## src/hdl/jog_consts.svh

```systemverilog
// named constants of the jog axis
// assumes a 10 MHz ref_clk and byte addresses on a 32-bit register bus
`ifndef JOG_CONSTS_SVH
`define JOG_CONSTS_SVH
// ----------------------------------------
// timing
// ----------------------------------------
`define CLK_PERIOD_NS 100
`define NS_PER_MS 1000000
`define CYC_PER_MS (`NS_PER_MS / `CLK_PERIOD_NS)
`define TRIG_LAT_US 15
`define TRIG_LAT_CYC ((`TRIG_LAT_US * 1000) / `CLK_PERIOD_NS)
`define TRIG_LAT_USED 1
// ----------------------------------------
// register offsets
// ----------------------------------------
`define OFS_CTRL 8'h00
`define OFS_START_SPD 8'h04
`define OFS_TARGET_SPD 8'h08
`define OFS_RAMP_MS 8'h0c
`define OFS_POS_CMD 8'h10
`define OFS_CMD 8'h14
`define OFS_STATUS 8'h18
`define OFS_COUNT 8'h1c
`define OFS_BASE_WORD 8'h20
// ----------------------------------------
// fields and reset values
// ----------------------------------------
`define CTRL_RST 32'h0200_0000
`define CTRL_LIM_INV 7
`define CTRL_ABS 8
`define BASE_WORD_RST 32'h0000_000a
`define MAX_SPD 32'h003d_0900
`define MAX_RAMP_MS 32'h0000_7fff
`define CMD_START 0
`define CMD_TRIG 1
`define CMD_FSTOP 2
`define CMD_DSTOP 3
`define CMD_PULSER 4
`define CMD_ERRCLR 5
`define CMD_W 6
`define ST_BUSY 0
`define ST_DONE 1
`define ST_SET_ERR 2
`define ST_LIM_ERR 3
`define ST_DIR 4
`define ST_TRIGGERED 5
`define RESP_OKAY 2'b00
`define RESP_SLVERR 2'b10
`endif

```

## src/hdl/jog_pkg.sv

```systemverilog
// types shared by the jog positioning axis
// assumes nothing beyond a SystemVerilog elaborator
package jog_pkg;
  typedef enum logic [1:0]
  {
    ST_IDLE = 2'b00,
    ST_JOG = 2'b01,
    ST_POS = 2'b10,
    ST_HALT = 2'b11
  } axis_state_e;
  typedef logic [31:0] word_t;
endpackage : jog_pkg

```

## src/hdl/ramp_if.sv

```systemverilog
// carrier between the axis sequencer and its pulse generator
// assumes both ends run on the same ref_clk
`timescale 1ns/1ps
interface ramp_if #(parameter int SPD_W = 22);
  logic run;
  logic decel;
  logic [SPD_W-1:0] start_spd;
  logic [SPD_W-1:0] target_spd;
  logic [31:0] ramp_cyc;
  logic step;
  logic at_floor;
  logic [SPD_W-1:0] speed;
  modport ctl (output run, decel, start_spd, target_spd, ramp_cyc, input step, at_floor, speed);
  modport gen (input run, decel, start_spd, target_spd, ramp_cyc, output step, at_floor, speed);
endinterface : ramp_if

```

## src/hdl/pulse_gen.sv

```systemverilog
// linear-ramp pulse rate generator: one step pulse per output pulse
// assumes target above start speed while run is high
`timescale 1ns/1ps
`include "jog_consts.svh"
module pulse_gen
  import jog_pkg::*;
#(
  parameter int CLK_HZ = 10_000_000,
  parameter int SPD_W = 22,
  parameter int ACC_W = 25
)
(
  input wire logic ref_clk,
  input wire logic reset,
  ramp_if.gen rp
);
  // ----------------------------------------
  // elaboration check
  // ----------------------------------------
  if ((64'd1 << ACC_W) <= 64'(2 * CLK_HZ))
  begin : bad_acc_w
    $error("phase accumulator too narrow");
  end

  localparam logic [ACC_W-1:0] WRAP = ACC_W'(CLK_HZ);
  logic [ACC_W-1:0] phase_r;
  logic [ACC_W-1:0] phase_sum;
  logic step_r;
  logic [SPD_W-1:0] speed_r;
  logic [SPD_W-1:0] goal;
  logic [32:0] err_r;
  logic [32:0] err_sum;

  // ----------------------------------------
  // phase accumulator
  // ----------------------------------------
  assign phase_sum = phase_r + ACC_W'(speed_r);
  always_ff @(posedge ref_clk)
  begin
    if (reset || !rp.run)
    begin
      phase_r <= '0;
      step_r <= 1'b0;
    end
    else if (phase_sum >= WRAP)
    begin
      phase_r <= phase_sum - WRAP;
      step_r <= 1'b1;
    end
    else
    begin
      phase_r <= phase_sum;
      step_r <= 1'b0;
    end
  end

  // ----------------------------------------
  // speed ramp
  // ----------------------------------------
  // slope capped at one pps per clock unless ramp_cyc is zero, which jumps straight to goal; steeper ramps simply take longer
  assign goal = rp.decel ? rp.start_spd : rp.target_spd;
  assign err_sum = err_r + 33'(rp.target_spd - rp.start_spd);
  always_ff @(posedge ref_clk)
  begin
    if (reset)
    begin
      speed_r <= '0;
      err_r <= '0;
    end
    else if (!rp.run)
    begin
      speed_r <= rp.start_spd;
      err_r <= '0;
    end
    else if (rp.ramp_cyc == 32'h0000_0000)
    begin
      speed_r <= goal;
    end
    else if (speed_r == goal)
    begin
      err_r <= '0;
    end
    else if (err_sum >= {1'b0, rp.ramp_cyc})
    begin
      err_r <= err_sum - {1'b0, rp.ramp_cyc};
      speed_r <= (speed_r < goal) ? speed_r + 1'b1 : speed_r - 1'b1;
    end
    else
    begin
      err_r <= err_sum;
    end
  end

  assign rp.step = step_r;
  assign rp.speed = speed_r;
  assign rp.at_floor = speed_r <= rp.start_spd;
endmodule : pulse_gen

```

## src/hdl/jog_positioning_pulse_axis.sv

```systemverilog
// one pulse-output axis in jog positioning mode behind an axi4-lite register slave
// assumes pins synchronous to ref_clk and a cw/ccw motor driver on the outputs
//
// The implementer's own choices: the AXI4-Lite interface to the registers and the placing of the registers.
`timescale 1ns/1ps
`include "jog_consts.svh"
// Overview of operation
// timing input triggers the relative move while jogging.
// start while busy is ignored.
// busy rises after start, falls when output ends.
// busy refuses other starts; stops still accepted.
// one busy flag for moving modes, not pulser input.
// done sets at output end, holds until next start.
// one done flag for all modes incl. pulser input.
// increment, positive command moves plus.
// increment, negative command moves minus.
// absolute method gives set value error, no move.
// target 1..4,000,000 above startup; startup 0..4,000,000.
// ramp time 0..32,767 ms.
// position command is signed 32-bit.
// control code option bits clear: cw/ccw, increment.
// limit bit of control code inverts over-limit logic.
// flag numbers relative to starting word, default ten.
// counting starts within 15 us of timing input.
// no timing input: pulses continue at jog speed.
// out-of-range parameter: set value error, no start.
// active over-limit either way blocks start with error.
// after commanded count: decelerate, stop, set done.
module jog_positioning_pulse_axis
  import jog_pkg::*;
#(
  parameter int CLK_HZ = 10_000_000,
  parameter int SPD_W = 22
)
(
  input wire logic ref_clk,
  input wire logic reset,
  input wire logic [7:0] s_axi_awaddr,
  input wire logic s_axi_awvalid,
  output logic s_axi_awready,
  input wire logic [31:0] s_axi_wdata,
  input wire logic [3:0] s_axi_wstrb,
  input wire logic s_axi_wvalid,
  output logic s_axi_wready,
  output logic [1:0] s_axi_bresp,
  output logic s_axi_bvalid,
  input wire logic s_axi_bready,
  input wire logic [7:0] s_axi_araddr,
  input wire logic s_axi_arvalid,
  output logic s_axi_arready,
  output logic [31:0] s_axi_rdata,
  output logic [1:0] s_axi_rresp,
  output logic s_axi_rvalid,
  input wire logic s_axi_rready,
  input wire logic timing_in,
  input wire logic limit_pos_in,
  input wire logic limit_neg_in,
  output logic cw_out,
  output logic ccw_out,
  output logic busy_out,
  output logic done_out
);
  // ----------------------------------------
  // elaboration check
  // ----------------------------------------
  if (64'(CLK_HZ) <= 64'(`MAX_SPD) || (64'd1 << SPD_W) <= 64'(`MAX_SPD) || `TRIG_LAT_USED > `TRIG_LAT_CYC)
  begin : bad_cfg
    $error("clock or speed width cannot serve the speed range");
  end

  function automatic word_t strb_merge(input word_t old, input word_t data, input logic [3:0] strb);
    word_t res;
    res = old;
    for (int i = 0; i < 4; i++)
      if (strb[i])
        res[i*8 +: 8] = data[i*8 +: 8];
    return res;
  endfunction : strb_merge

  function automatic logic addr_ok(input logic [7:0] a);
    return a == `OFS_CTRL || a == `OFS_START_SPD || a == `OFS_TARGET_SPD || a == `OFS_RAMP_MS
      || a == `OFS_POS_CMD || a == `OFS_CMD || a == `OFS_STATUS || a == `OFS_COUNT || a == `OFS_BASE_WORD;
  endfunction : addr_ok

  axis_state_e state_r;
  word_t ctrl_r, start_spd_r, target_spd_r, ramp_ms_r, pos_cmd_r, base_word_r;
  word_t mag_r, count_r, acc_pulses_r, cnt_nxt, rd_word;
  logic [`CMD_W-1:0] cmd_r;
  logic aw_full_r, w_full_r, wr_fire;
  logic [7:0] aw_addr_r;
  word_t w_data_r;
  logic [3:0] w_strb_r;
  logic busy_r, done_r, set_err_r, lim_err_r, dir_r, decel_r, trig_seen_r;
  logic timing_r, lim_pos_r, lim_neg_r;
  logic lim_pos_act, lim_neg_act, dir_lim, running, param_bad, start_ok, launch, pulser_ok;
  logic reached, near_end, fin, set_err_evt, lim_err_evt;

  ramp_if #(.SPD_W(SPD_W)) rp ();

  pulse_gen #(.CLK_HZ(CLK_HZ), .SPD_W(SPD_W), .ACC_W(25)) u_gen
  (
    .ref_clk(ref_clk),
    .reset(reset),
    .rp(rp.gen)
  );

  // ----------------------------------------
  // axi4-lite write channel
  // ----------------------------------------
  assign wr_fire = aw_full_r && w_full_r && !s_axi_bvalid;
  always_ff @(posedge ref_clk)
  begin
    if (reset)
    begin
      aw_full_r <= 1'b0;
      s_axi_awready <= 1'b1;
      aw_addr_r <= '0;
      w_full_r <= 1'b0;
      s_axi_wready <= 1'b1;
      w_data_r <= '0;
      w_strb_r <= '0;
      s_axi_bvalid <= 1'b0;
      s_axi_bresp <= `RESP_OKAY;
    end
    else
    begin
      if (s_axi_awvalid && s_axi_awready)
      begin
        aw_full_r <= 1'b1;
        s_axi_awready <= 1'b0;
        aw_addr_r <= s_axi_awaddr;
      end
      else if (wr_fire)
      begin
        aw_full_r <= 1'b0;
        s_axi_awready <= 1'b1;
      end
      if (s_axi_wvalid && s_axi_wready)
      begin
        w_full_r <= 1'b1;
        s_axi_wready <= 1'b0;
        w_data_r <= s_axi_wdata;
        w_strb_r <= s_axi_wstrb;
      end
      else if (wr_fire)
      begin
        w_full_r <= 1'b0;
        s_axi_wready <= 1'b1;
      end
      if (wr_fire)
      begin
        s_axi_bvalid <= 1'b1;
        s_axi_bresp <= addr_ok(aw_addr_r) ? `RESP_OKAY : `RESP_SLVERR;
      end
      else if (s_axi_bready)
        s_axi_bvalid <= 1'b0;
    end
  end

  // ----------------------------------------
  // parameter registers and command pulses
  // ----------------------------------------
  // unit memory is shared by all modes, so it is never rewritten by the axis itself
  always_ff @(posedge ref_clk)
  begin
    if (reset)
    begin
      ctrl_r <= `CTRL_RST;
      start_spd_r <= '0;
      target_spd_r <= '0;
      ramp_ms_r <= '0;
      pos_cmd_r <= '0;
      base_word_r <= `BASE_WORD_RST;
      cmd_r <= '0;
    end
    else
    begin
      cmd_r <= '0;
      if (wr_fire)
        case (aw_addr_r)
          `OFS_CTRL: ctrl_r <= strb_merge(ctrl_r, w_data_r, w_strb_r);
          `OFS_START_SPD: start_spd_r <= strb_merge(start_spd_r, w_data_r, w_strb_r);
          `OFS_TARGET_SPD: target_spd_r <= strb_merge(target_spd_r, w_data_r, w_strb_r);
          `OFS_RAMP_MS: ramp_ms_r <= strb_merge(ramp_ms_r, w_data_r, w_strb_r);
          `OFS_POS_CMD: pos_cmd_r <= strb_merge(pos_cmd_r, w_data_r, w_strb_r);
          `OFS_BASE_WORD: base_word_r <= strb_merge(base_word_r, w_data_r, w_strb_r);
          `OFS_CMD: cmd_r <= w_strb_r[0] ? w_data_r[`CMD_W-1:0] : '0;
          default: cmd_r <= '0;
        endcase
    end
  end

  // ----------------------------------------
  // axi4-lite read channel
  // ----------------------------------------
  always_comb
  begin
    rd_word = '0;
    case (s_axi_araddr)
      `OFS_CTRL: rd_word = ctrl_r;
      `OFS_START_SPD: rd_word = start_spd_r;
      `OFS_TARGET_SPD: rd_word = target_spd_r;
      `OFS_RAMP_MS: rd_word = ramp_ms_r;
      `OFS_POS_CMD: rd_word = pos_cmd_r;
      `OFS_COUNT: rd_word = count_r;
      `OFS_BASE_WORD: rd_word = base_word_r;
      `OFS_STATUS:
      begin
        rd_word[`ST_BUSY] = busy_r;
        rd_word[`ST_DONE] = done_r;
        rd_word[`ST_SET_ERR] = set_err_r;
        rd_word[`ST_LIM_ERR] = lim_err_r;
        rd_word[`ST_DIR] = dir_r;
        rd_word[`ST_TRIGGERED] = trig_seen_r;
      end
      default: rd_word = '0;
    endcase
  end

  always_ff @(posedge ref_clk)
  begin
    if (reset)
    begin
      s_axi_arready <= 1'b1;
      s_axi_rvalid <= 1'b0;
      s_axi_rdata <= '0;
      s_axi_rresp <= `RESP_OKAY;
    end
    else if (s_axi_arvalid && s_axi_arready)
    begin
      s_axi_arready <= 1'b0;
      s_axi_rvalid <= 1'b1;
      s_axi_rdata <= rd_word;
      s_axi_rresp <= addr_ok(s_axi_araddr) ? `RESP_OKAY : `RESP_SLVERR;
    end
    else if (s_axi_rvalid && s_axi_rready)
    begin
      s_axi_rvalid <= 1'b0;
      s_axi_arready <= 1'b1;
    end
  end

  // ----------------------------------------
  // pins and start checks
  // ----------------------------------------
  always_ff @(posedge ref_clk)
  begin
    if (reset)
    begin
      timing_r <= 1'b0;
      lim_pos_r <= 1'b0;
      lim_neg_r <= 1'b0;
    end
    else
    begin
      timing_r <= timing_in;
      lim_pos_r <= limit_pos_in;
      lim_neg_r <= limit_neg_in;
    end
  end

  // default logic: an open (low) limit input counts as active
  assign lim_pos_act = ctrl_r[`CTRL_LIM_INV] ? lim_pos_r : !lim_pos_r;
  assign lim_neg_act = ctrl_r[`CTRL_LIM_INV] ? lim_neg_r : !lim_neg_r;
  assign param_bad = target_spd_r == '0 || target_spd_r > `MAX_SPD || start_spd_r > `MAX_SPD
    || target_spd_r <= start_spd_r || ramp_ms_r > `MAX_RAMP_MS;
  assign running = state_r != ST_IDLE;
  assign start_ok = cmd_r[`CMD_START] && !busy_r;
  assign pulser_ok = cmd_r[`CMD_PULSER] && !busy_r;
  assign set_err_evt = start_ok && (param_bad || ctrl_r[`CTRL_ABS]);
  assign lim_err_evt = (start_ok && (lim_pos_act || lim_neg_act)) || (running && dir_lim);
  assign launch = start_ok && !param_bad && !ctrl_r[`CTRL_ABS] && !lim_pos_act && !lim_neg_act;
  assign dir_lim = dir_r ? lim_neg_act : lim_pos_act;

  // ----------------------------------------
  // pulse counting
  // ----------------------------------------
  assign cnt_nxt = count_r + {31'h0000_0000, rp.step};
  assign reached = state_r == ST_POS && cnt_nxt >= mag_r;
  assign near_end = state_r == ST_POS && (mag_r - cnt_nxt) <= acc_pulses_r;

  always_ff @(posedge ref_clk)
  begin
    if (reset)
    begin
      count_r <= '0;
      acc_pulses_r <= '0;
    end
    else if (launch)
    begin
      count_r <= '0;
      acc_pulses_r <= '0;
    end
    else
    begin
      if (state_r == ST_POS)
        count_r <= cnt_nxt;
      // pulses spent accelerating mirror those needed to slow down again
      if (running && !rp.decel && rp.step && rp.speed < target_spd_r[SPD_W-1:0])
        acc_pulses_r <= acc_pulses_r + 32'h0000_0001;
    end
  end

  // ----------------------------------------
  // sequencer
  // ----------------------------------------
  assign fin = running && (cmd_r[`CMD_FSTOP] || dir_lim || reached || (state_r == ST_HALT && rp.at_floor));

  always_ff @(posedge ref_clk)
  begin
    if (reset)
    begin
      state_r <= ST_IDLE;
      busy_r <= 1'b0;
      dir_r <= 1'b0;
      mag_r <= '0;
      decel_r <= 1'b0;
      trig_seen_r <= 1'b0;
    end
    else if (fin)
    begin
      state_r <= ST_IDLE;
      busy_r <= 1'b0;
      decel_r <= 1'b0;
    end
    else
    begin
      unique case (state_r)
        ST_IDLE:
          if (launch)
          begin
            state_r <= ST_JOG;
            busy_r <= 1'b1;
            dir_r <= pos_cmd_r[31];
            mag_r <= pos_cmd_r[31] ? 32'h0000_0000 - pos_cmd_r : pos_cmd_r;
            trig_seen_r <= 1'b0;
          end
        ST_JOG:
          if (cmd_r[`CMD_DSTOP])
            state_r <= ST_HALT;
          else if (timing_r || cmd_r[`CMD_TRIG])
          begin
            state_r <= ST_POS;
            trig_seen_r <= 1'b1;
          end
        ST_POS:
          if (cmd_r[`CMD_DSTOP])
            state_r <= ST_HALT;
          else if (near_end)
            decel_r <= 1'b1;
        ST_HALT: state_r <= ST_HALT;
      endcase
    end
  end

  // ----------------------------------------
  // flags and error latches
  // ----------------------------------------
  // an event in the same cycle as a clear keeps its flag set
  always_ff @(posedge ref_clk)
  begin
    if (reset)
    begin
      done_r <= 1'b0;
      set_err_r <= 1'b0;
      lim_err_r <= 1'b0;
    end
    else
    begin
      if (fin)
        done_r <= 1'b1;
      else if (launch || pulser_ok)
        done_r <= 1'b0;
      set_err_r <= set_err_evt || (set_err_r && !cmd_r[`CMD_ERRCLR]);
      lim_err_r <= lim_err_evt || (lim_err_r && !cmd_r[`CMD_ERRCLR]);
    end
  end

  assign rp.run = running;
  assign rp.decel = decel_r || state_r == ST_HALT;
  assign rp.start_spd = start_spd_r[SPD_W-1:0];
  assign rp.target_spd = target_spd_r[SPD_W-1:0];
  assign rp.ramp_cyc = 32'(ramp_ms_r * `CYC_PER_MS);

  // ----------------------------------------
  // pin outputs
  // ----------------------------------------
  always_ff @(posedge ref_clk)
  begin
    if (reset)
    begin
      cw_out <= 1'b0;
      ccw_out <= 1'b0;
      busy_out <= 1'b0;
      done_out <= 1'b0;
    end
    else
    begin
      cw_out <= running && rp.step && !dir_r;
      ccw_out <= running && rp.step && dir_r;
      busy_out <= busy_r;
      done_out <= done_r;
    end
  end
endmodule : jog_positioning_pulse_axis

```

## config.mk

```make
export PLATFORM = sky130hd
export DESIGN_NAME = jog_positioning_pulse_axis
export DESIGN_NICKNAME = d
export VERILOG_FILES = /design/src/hdl/jog_pkg.sv /design/src/hdl/ramp_if.sv /design/src/hdl/pulse_gen.sv /design/src/hdl/jog_positioning_pulse_axis.sv
export VERILOG_INCLUDE_DIRS = /design/src /design/src/hdl
export SDC_FILE = /design/constraint.sdc
export NUM_CORES = 2
export LEC_CHECK = 0
export ABC_AREA = 1
export BUFFER_PORTS_ARGS = -buffer_cell sky130_fd_sc_hd__clkbuf_2
export CORE_UTILIZATION = 40
export DETAILED_ROUTE_END_ITERATION = 6
export PLACE_DENSITY = 0.67
export REMOVE_ABC_BUFFERS = 1
export SYNTH_ARGS = -nofsm -noshare
export SYNTH_HDL_FRONTEND = slang
export SYNTH_SLANG_ARGS = --single-unit
```

## constraint.sdc

```tcl
create_clock -name ref_clk -period 9.4 [get_ports ref_clk]
set_input_delay 0.47 -clock ref_clk [delete_from_list [all_inputs] [get_ports ref_clk]]
set_output_delay 0.47 -clock ref_clk [all_outputs]
set_load 0.02 [all_outputs]
```

== After elaboration in Yosys (flattened, before gate mapping) ==
Index checks and enable logic that the tools add are counted.

* Bits of input ports: 62
* Output and inout bits: 45
* Flip-flop bits (word level): 478
* Logic and storage cells: 274

* Reduce and logical (&&, ||, !) cells: 117
* Add/sub/neg operators: 11
* Magnitude comparators: 11
* Mux-type cells: 41
* $mul: 1
* Equal/unequal tests: 27
* Bitwise gates (word level): 6

{| class="wikitable"
|+ Operator list
! kind !! number
|-
| 26-bit case mux with 7 select lines || 1
|-
| 22-bit two-way mux || 6
|-
| 3-bit AND reduction || 27
|-
| 33-bit two-way mux || 2
|-
| 8-bit by 5-bit equality test with 1-bit output, second input constant || 8
|-
| 32-bit by 22-bit greater-than comparator with 1-bit output, second input constant || 2
|-
| 32-bit <= comparator || 2
|-
| 32-bit logical NOT || 2
|-
| 6-bit case mux with 8 select lines || 1
|-
| 22-bit < comparator || 2
|-
| 33-bit adder || 1
|-
| 33-bit by 32-bit >= comparator with 1-bit output || 1
|-
| 33-bit by 32-bit subtractor with 33-bit output || 1
|-
| 32-bit by 1-bit adder with 32-bit output || 1
|-
| 32-bit by 1-bit adder with 32-bit output, second input constant || 1
|-
| 8-bit by 4-bit equality test with 1-bit output, second input constant || 4
|-
| 32-bit >= comparator || 1
|-
| 32-bit by 15-bit greater-than comparator with 1-bit output, second input constant || 1
|-
| 1-bit logical OR || 32
|-
| 32-bit by 10-bit multiplier with 28-bit output, second input constant || 1
|-
| 32-bit two-way mux || 1
|-
| 1-bit by 32-bit subtractor with 32-bit output, first input constant || 1
|-
| 32-bit subtractor || 1
|-
| 1-bit logical AND || 27
|-
| other kinds (30) || 87
|}

== Longest topological paths before layout ==
* Depth in word-level cells: 13
* Mapped depth: 40
* Depth with buffers taken out: 39

== By module ==
From an unflattened synthesis, not the netlist that was laid out.

* Cells, all modules: 5747
* Area total of the unflattened synthesis: 38555.7 um^2

{| class="wikitable"
|+ Modules (own cells, without submodules)
! module !! cells an instance !! times used !! area each (um^2)
|-
| jog_positioning_pulse_axis || 3370 || 1 || 24686.2
|-
| pulse_gen || 2377 || 1 || 13869.6
|}

== Worst setup path after synthesis ==
Ideal clock, no wire load.

* Kind: register to register
* Start: reg ramp_ms_r[8]
* End: reg u_gen.err_r[30]
* Buffers on the path: 1
* Cell stages (with the launch flop): 30
* Required time: 9266 ps
* Arrival time: 5382 ps
* Path slack: 3884 ps
* Period minus slack after synthesis: 5516 ps
* Setup time: 134 ps
* Cells stage by stage: dfxtp_1 fa_1 ha_1 fa_1 ha_1 fa_1 ha_1 nand2_2 inv_1 nand2_1 nand2_1 inv_1 nand2_1 xor2_1 inv_1 ha_1 nand2_1 inv_1 nand2_1 nand2_1 nand2_1 nand2_1 a21oi_1 nand2_1 a21boi_0 nand3_2 buf_2 or2_2 nand4_1 a21oi_1

* Longest elaborated chain between the ends: 4
* Elaborated cells between the ends (all ways): 6

{| class="wikitable"
|+ RTL lines
! what !! RTL line !! source
|-
| start: declaration || jog_positioning_pulse_axis.sv:86 || <nowiki>word_t ctrl_r, start_spd_r, target_spd_r, ramp_ms_r, pos_cmd_r, base_word_r;</nowiki>
|-
| start signal: assignment || jog_positioning_pulse_axis.sv:184 || <nowiki>`OFS_RAMP_MS: ramp_ms_r <= strb_merge(ramp_ms_r, w_data_r, w_strb_r);</nowiki>
|-
| 32-bit by 10-bit multiplier with 28-bit output (no line) * || n/a ||
|-
| 33-bit by 32-bit subtractor with 33-bit output / 33-bit by 32-bit >= comparator with 1-bit output (equally long branches) || pulse_gen.sv:85, pulse_gen.sv:83 ||
|-
| 33-bit two-way mux || pulse_gen.sv:83 || <nowiki>else if (err_sum >= {1'b0, rp.ramp_cyc})</nowiki>
|-
| 33-bit two-way mux || pulse_gen.sv:79 || <nowiki>else if (speed_r == goal)</nowiki>
|-
| end signal: assignment || pulse_gen.sv:85 || <nowiki>err_r <= err_sum - {1'b0, rp.ramp_cyc};</nowiki>
|-
| end signal: assignment || pulse_gen.sv:90 || <nowiki>err_r <= err_sum;</nowiki>
|-
| end: declaration || pulse_gen.sv:31 || <nowiki>logic [32:0] err_r;</nowiki>
|}

Mark *: on every way between the ends. The rest lies on a longest branch, timed or not.
A chain may end at the register's enable or synchronous reset.

== Final worst setup path ==
* Start: reg ramp_ms_r[12]
* End: reg u_gen.speed_r[16], in the netlist u_gen.rp.speed[16]

* Longest elaborated chain between the ends: 4
* Elaborated cells between the ends (all ways): 8

{| class="wikitable"
|+ RTL lines
! what !! RTL line !! source
|-
| 32-bit by 10-bit multiplier with 28-bit output (no line) * || n/a ||
|-
| 33-bit by 32-bit >= comparator with 1-bit output / 32-bit logical NOT (equally long branches) || pulse_gen.sv:83, pulse_gen.sv:75 ||
|-
| 3-bit by 1-bit inequality test with 1-bit output (no line) (tied with other cells) || n/a ||
|-
| 2-bit AND reduction (no line) / 22-bit two-way mux (equally long branches) || n/a ||
|-
| end signal: assignment || pulse_gen.sv:72 || <nowiki>speed_r <= rp.start_spd;</nowiki>
|-
| end signal: assignment || pulse_gen.sv:77 || <nowiki>speed_r <= goal;</nowiki>
|-
| end signal: assignment || pulse_gen.sv:86 || <nowiki>speed_r <= (speed_r < goal) ? speed_r + 1'b1 : speed_r - 1'b1;</nowiki>
|-
| end: declaration || pulse_gen.sv:29 || <nowiki>logic [SPD_W-1:0] speed_r;</nowiki>
|}

Marked as above.

==> impl_metrics.toml <==
[clock_tree]
cts_buffers = 59
cts-root-buf = "clkbuf_16"
htree_levels = 2
ctsLongestPathBuffers = 3
clk_latency_ps = 720
cts.clk_slew.worst_paths_ps = 70
cts_sinks = 476
cts_tree = "yes"

[placed_design]
dp_worst_setup_slack_ps = 2210
hpwl_mm = 102
port_buffers = 104
dp.cells = 6807
gp_congestion = 1.07

[synth]
muxShareOfSynthArea = 0.000267
ys_warn_count = 0
synth_fa_ha_area_frac = 0.151
async_reset_ff_frac = 0
synth_top_cell_by_area = "dfxtp_1"
synth_seq_cells = 476
synth_top_family_by_area = "simple AND/OR/NAND/NOR gates"
synthTopCellsByArea = "dfxtp_1 25%, nand2_1 13%, ha_1 12%, a21oi_1 8.2%, inv_1 7.0%"
synth_compound_area_frac = 0.188
yosysSeqAreaShare = 0.254
ys.flop_type = "dfxtp_1"
synth_cells = 5599
synth-edff-count = 0
syn_area_sq_mm = 0.0375
avgSynthCellArea_sq_um = 6.70
synth_top_area_frac = 0.254
synth_cell_types = 63
synthXorXnorAreaFrac = 0.0537
synthSimpleGateAreaFrac = 0.261

[status]
status = "complete, no violations"

[critical_path]
startpoint_type = "flop"
cp.required_ps = 9940
slowest_stage = "o21ai_2"
worstReg2RegStart = "ramp_ms_r[12]"
critPathArrivalTime_ps = 7910
reg2regPathDepth = 28
worst-r2r-setup-slack_ps = 2030
crit_top_cell = "nor2_1"
worst-setup-path-type = "flop to flop"
critPathMaxFanout = 23
cp-end-kind = "flop"
cp_slowest_stage_delay_ps = 750
rr_endpoint = "u_gen.rp.speed[16]"

[global_routing]
grt_pass1_wl_mm = 202
grt_pass1_vias = 35200
track_usage = 0.271
grt_antenna_before_repair = 1
grt_max_degree = 111
grt-ovfl-total = 0

[routing]
dr.max_layer_used = "met5"
routed_wl_mm = 132
wl_met1_mm = 58.8
vias = 38100
ant_nets = 0
route.met2.wl_mm = 55.3
drtIter0Drc = 4062
routedWlPerCell_um = 19.0
drt-vias-per-instance = 5.51
firstDrtPassIters = 6
route.met3.wl_mm = 12.1
route.detailed.drc = 0

[hold_path]
min_from = "s_axi_wdata[12]"
min_to = "w_data_r[12]"
hold_path_class = "primary input to flop"
holdPathStages = 3

[cells_and_area]
final.fill_count = 9622
layout_commonest_cell = "nand2_1"
antenna_cells = 0
fin_cells = 6925
regMostFlops = "u_gen.err_r"
final_layout_size_suffix_gt1_frac = 0.0604
multi_input_area_sq_mm = 0.0246
final_cell_mix = "1331 x nand2_1, 697 x inv_1, 613 x a21oi_1"
syn2layout_area_growth_pct = 10.1
largest_reg_flops = 33
final_nets = 6109
register_area_sq_mm = 0.00953

[timing]
post-route-period-util = 0.784
period_needed_ps = 7370
fmax_ghz = 0.136
tns_ps = 0
maxSlewHeadroom = 0.229
finalHoldWorstSlack_ps = 29.3
tightestPinTransition_ps = 1150
slew_viol_final = 0
clock-skew-final_ps = 83.1
rsz0062_at_grt = "false"
setup_slack_ps = 2030
hold_viol = 0
finalSetupViolations = 0

[die]
floorplan.die.height_um = 308
core_area_sq_mm = 0.0922
die_area_sq_mm = 0.0950
num_rows = 111
top_level_ports = 107
start_util = 0.407
fp.dieW_um = 308

[pwr]
leakagePower_nw = 19.4
peakVddDrop_mv = 0.230
p_per_area_mw_per_mm2 = 124

[flow_run]
max_cap_violations = 0
## logic make-up (layout without fill, tap and decap cells)
logic type / Yosys count / count (layout)
AO/OA/AOI/OAI: 1277 / 1277
XOR/XNOR: 229 / 229
adder cells (fa/ha/maj): 415 / 415
buffers and inverters: 887 / 969
flip-flops: 476 / 476
multiplexers: 1 / 1
other: 1 / 2
AND/OR/NAND/NOR: 2313 / 2313
## synthesized netlist by cell type, types with 32 or more instances
| cell type | count |
|---|---|
| nor4_1 | 40 |
| inv_1 | 698 |
| fa_1 | 64 |
| a21oi_1 | 613 |
| nand2_1 | 1333 |
| nor3_1 | 74 |
| nand3_1 | 188 |
| xor2_1 | 168 |
| a211oi_1 | 60 |
| o21bai_1 | 32 |
| nor2_1 | 467 |
| ha_1 | 351 |
| xnor2_1 | 60 |
| nand4_1 | 114 |
| o21ai_0 | 408 |
| o22ai_1 | 32 |
| clkbuf_1 | 126 |
| dfxtp_1 | 476 |
## worst max-delay path: cells and delay by family, from the launching register on
family          cells  cell delay [ps]
compound gates      3             1130
buf+inv             2              370
flops               1              720
simple gates       16             2080
fa+ha+maj           7             2860
## power by group
| group | switching (mW) | leakage, nW | internal, mW |
|---|---|---|---|
| registers | 0.0101 | 3.85 | 2.04 |
| clock network | 1.06 | 1.02 | 1.47 |
| logic | 0.363 | 14.5 | 0.153 |
## layer usage
metal  up-vias  global-route usage
met5         -                   0
met4         2               0.103
met3       310              0.0499
met2      1647               0.413
met1     17500               0.377
li1      18700                   -
## how the worst max path moves through the flow
stage                             start                  to  slack, ps  cells past startpoint
after floorplan           ramp_ms_r[18]  u_gen.rp.speed[16]       3350                     31
after global placement    ramp_ms_r[18]  u_gen.rp.speed[16]       2310                     32
after detailed placement  ramp_ms_r[18]  u_gen.rp.speed[16]       2210                     32
after CTS                 ramp_ms_r[18]  u_gen.rp.speed[16]       2090                     32
after global routing      ramp_ms_r[18]  u_gen.rp.speed[16]       1510                     32
final                     ramp_ms_r[12]  u_gen.rp.speed[16]       2030                     28
## per-stage QoR
| stage | area [sq um] | utilization | power (mW) |
|---|---|---|---|
| after floorplan | 36800 | - | 2.42 |
| after global placement | 39100 | 0.424 | 2.59 |
| after detailed placement | 39100 | 0.424 | 2.59 |
| after CTS | 41300 | 0.448 | 5.12 |
| after global routing | 41300 | 0.448 | 5.25 |
| final | 41300 | 0.448 | 5.10 |
## timing repair
action,CTS,global route
endpoints found under the hold margin,7,0
hold buffers,7,0
endpoints found under the setup margin,0,0
setup buffers,0,0
resized for setup,0,0
## area by class of cell
cell class | instances | area share
well taps | 1243 | 0.0377
inverters | 722 | 0.0657
repair buffers | 136 | 0.0189
clock buffers | 75 | 0.0399
multi-input cells | 4237 | 0.595
flip-flops and latches | 476 | 0.231
clock inverters | 36 | 0.0121
Power figures use the tool's default switching activity.
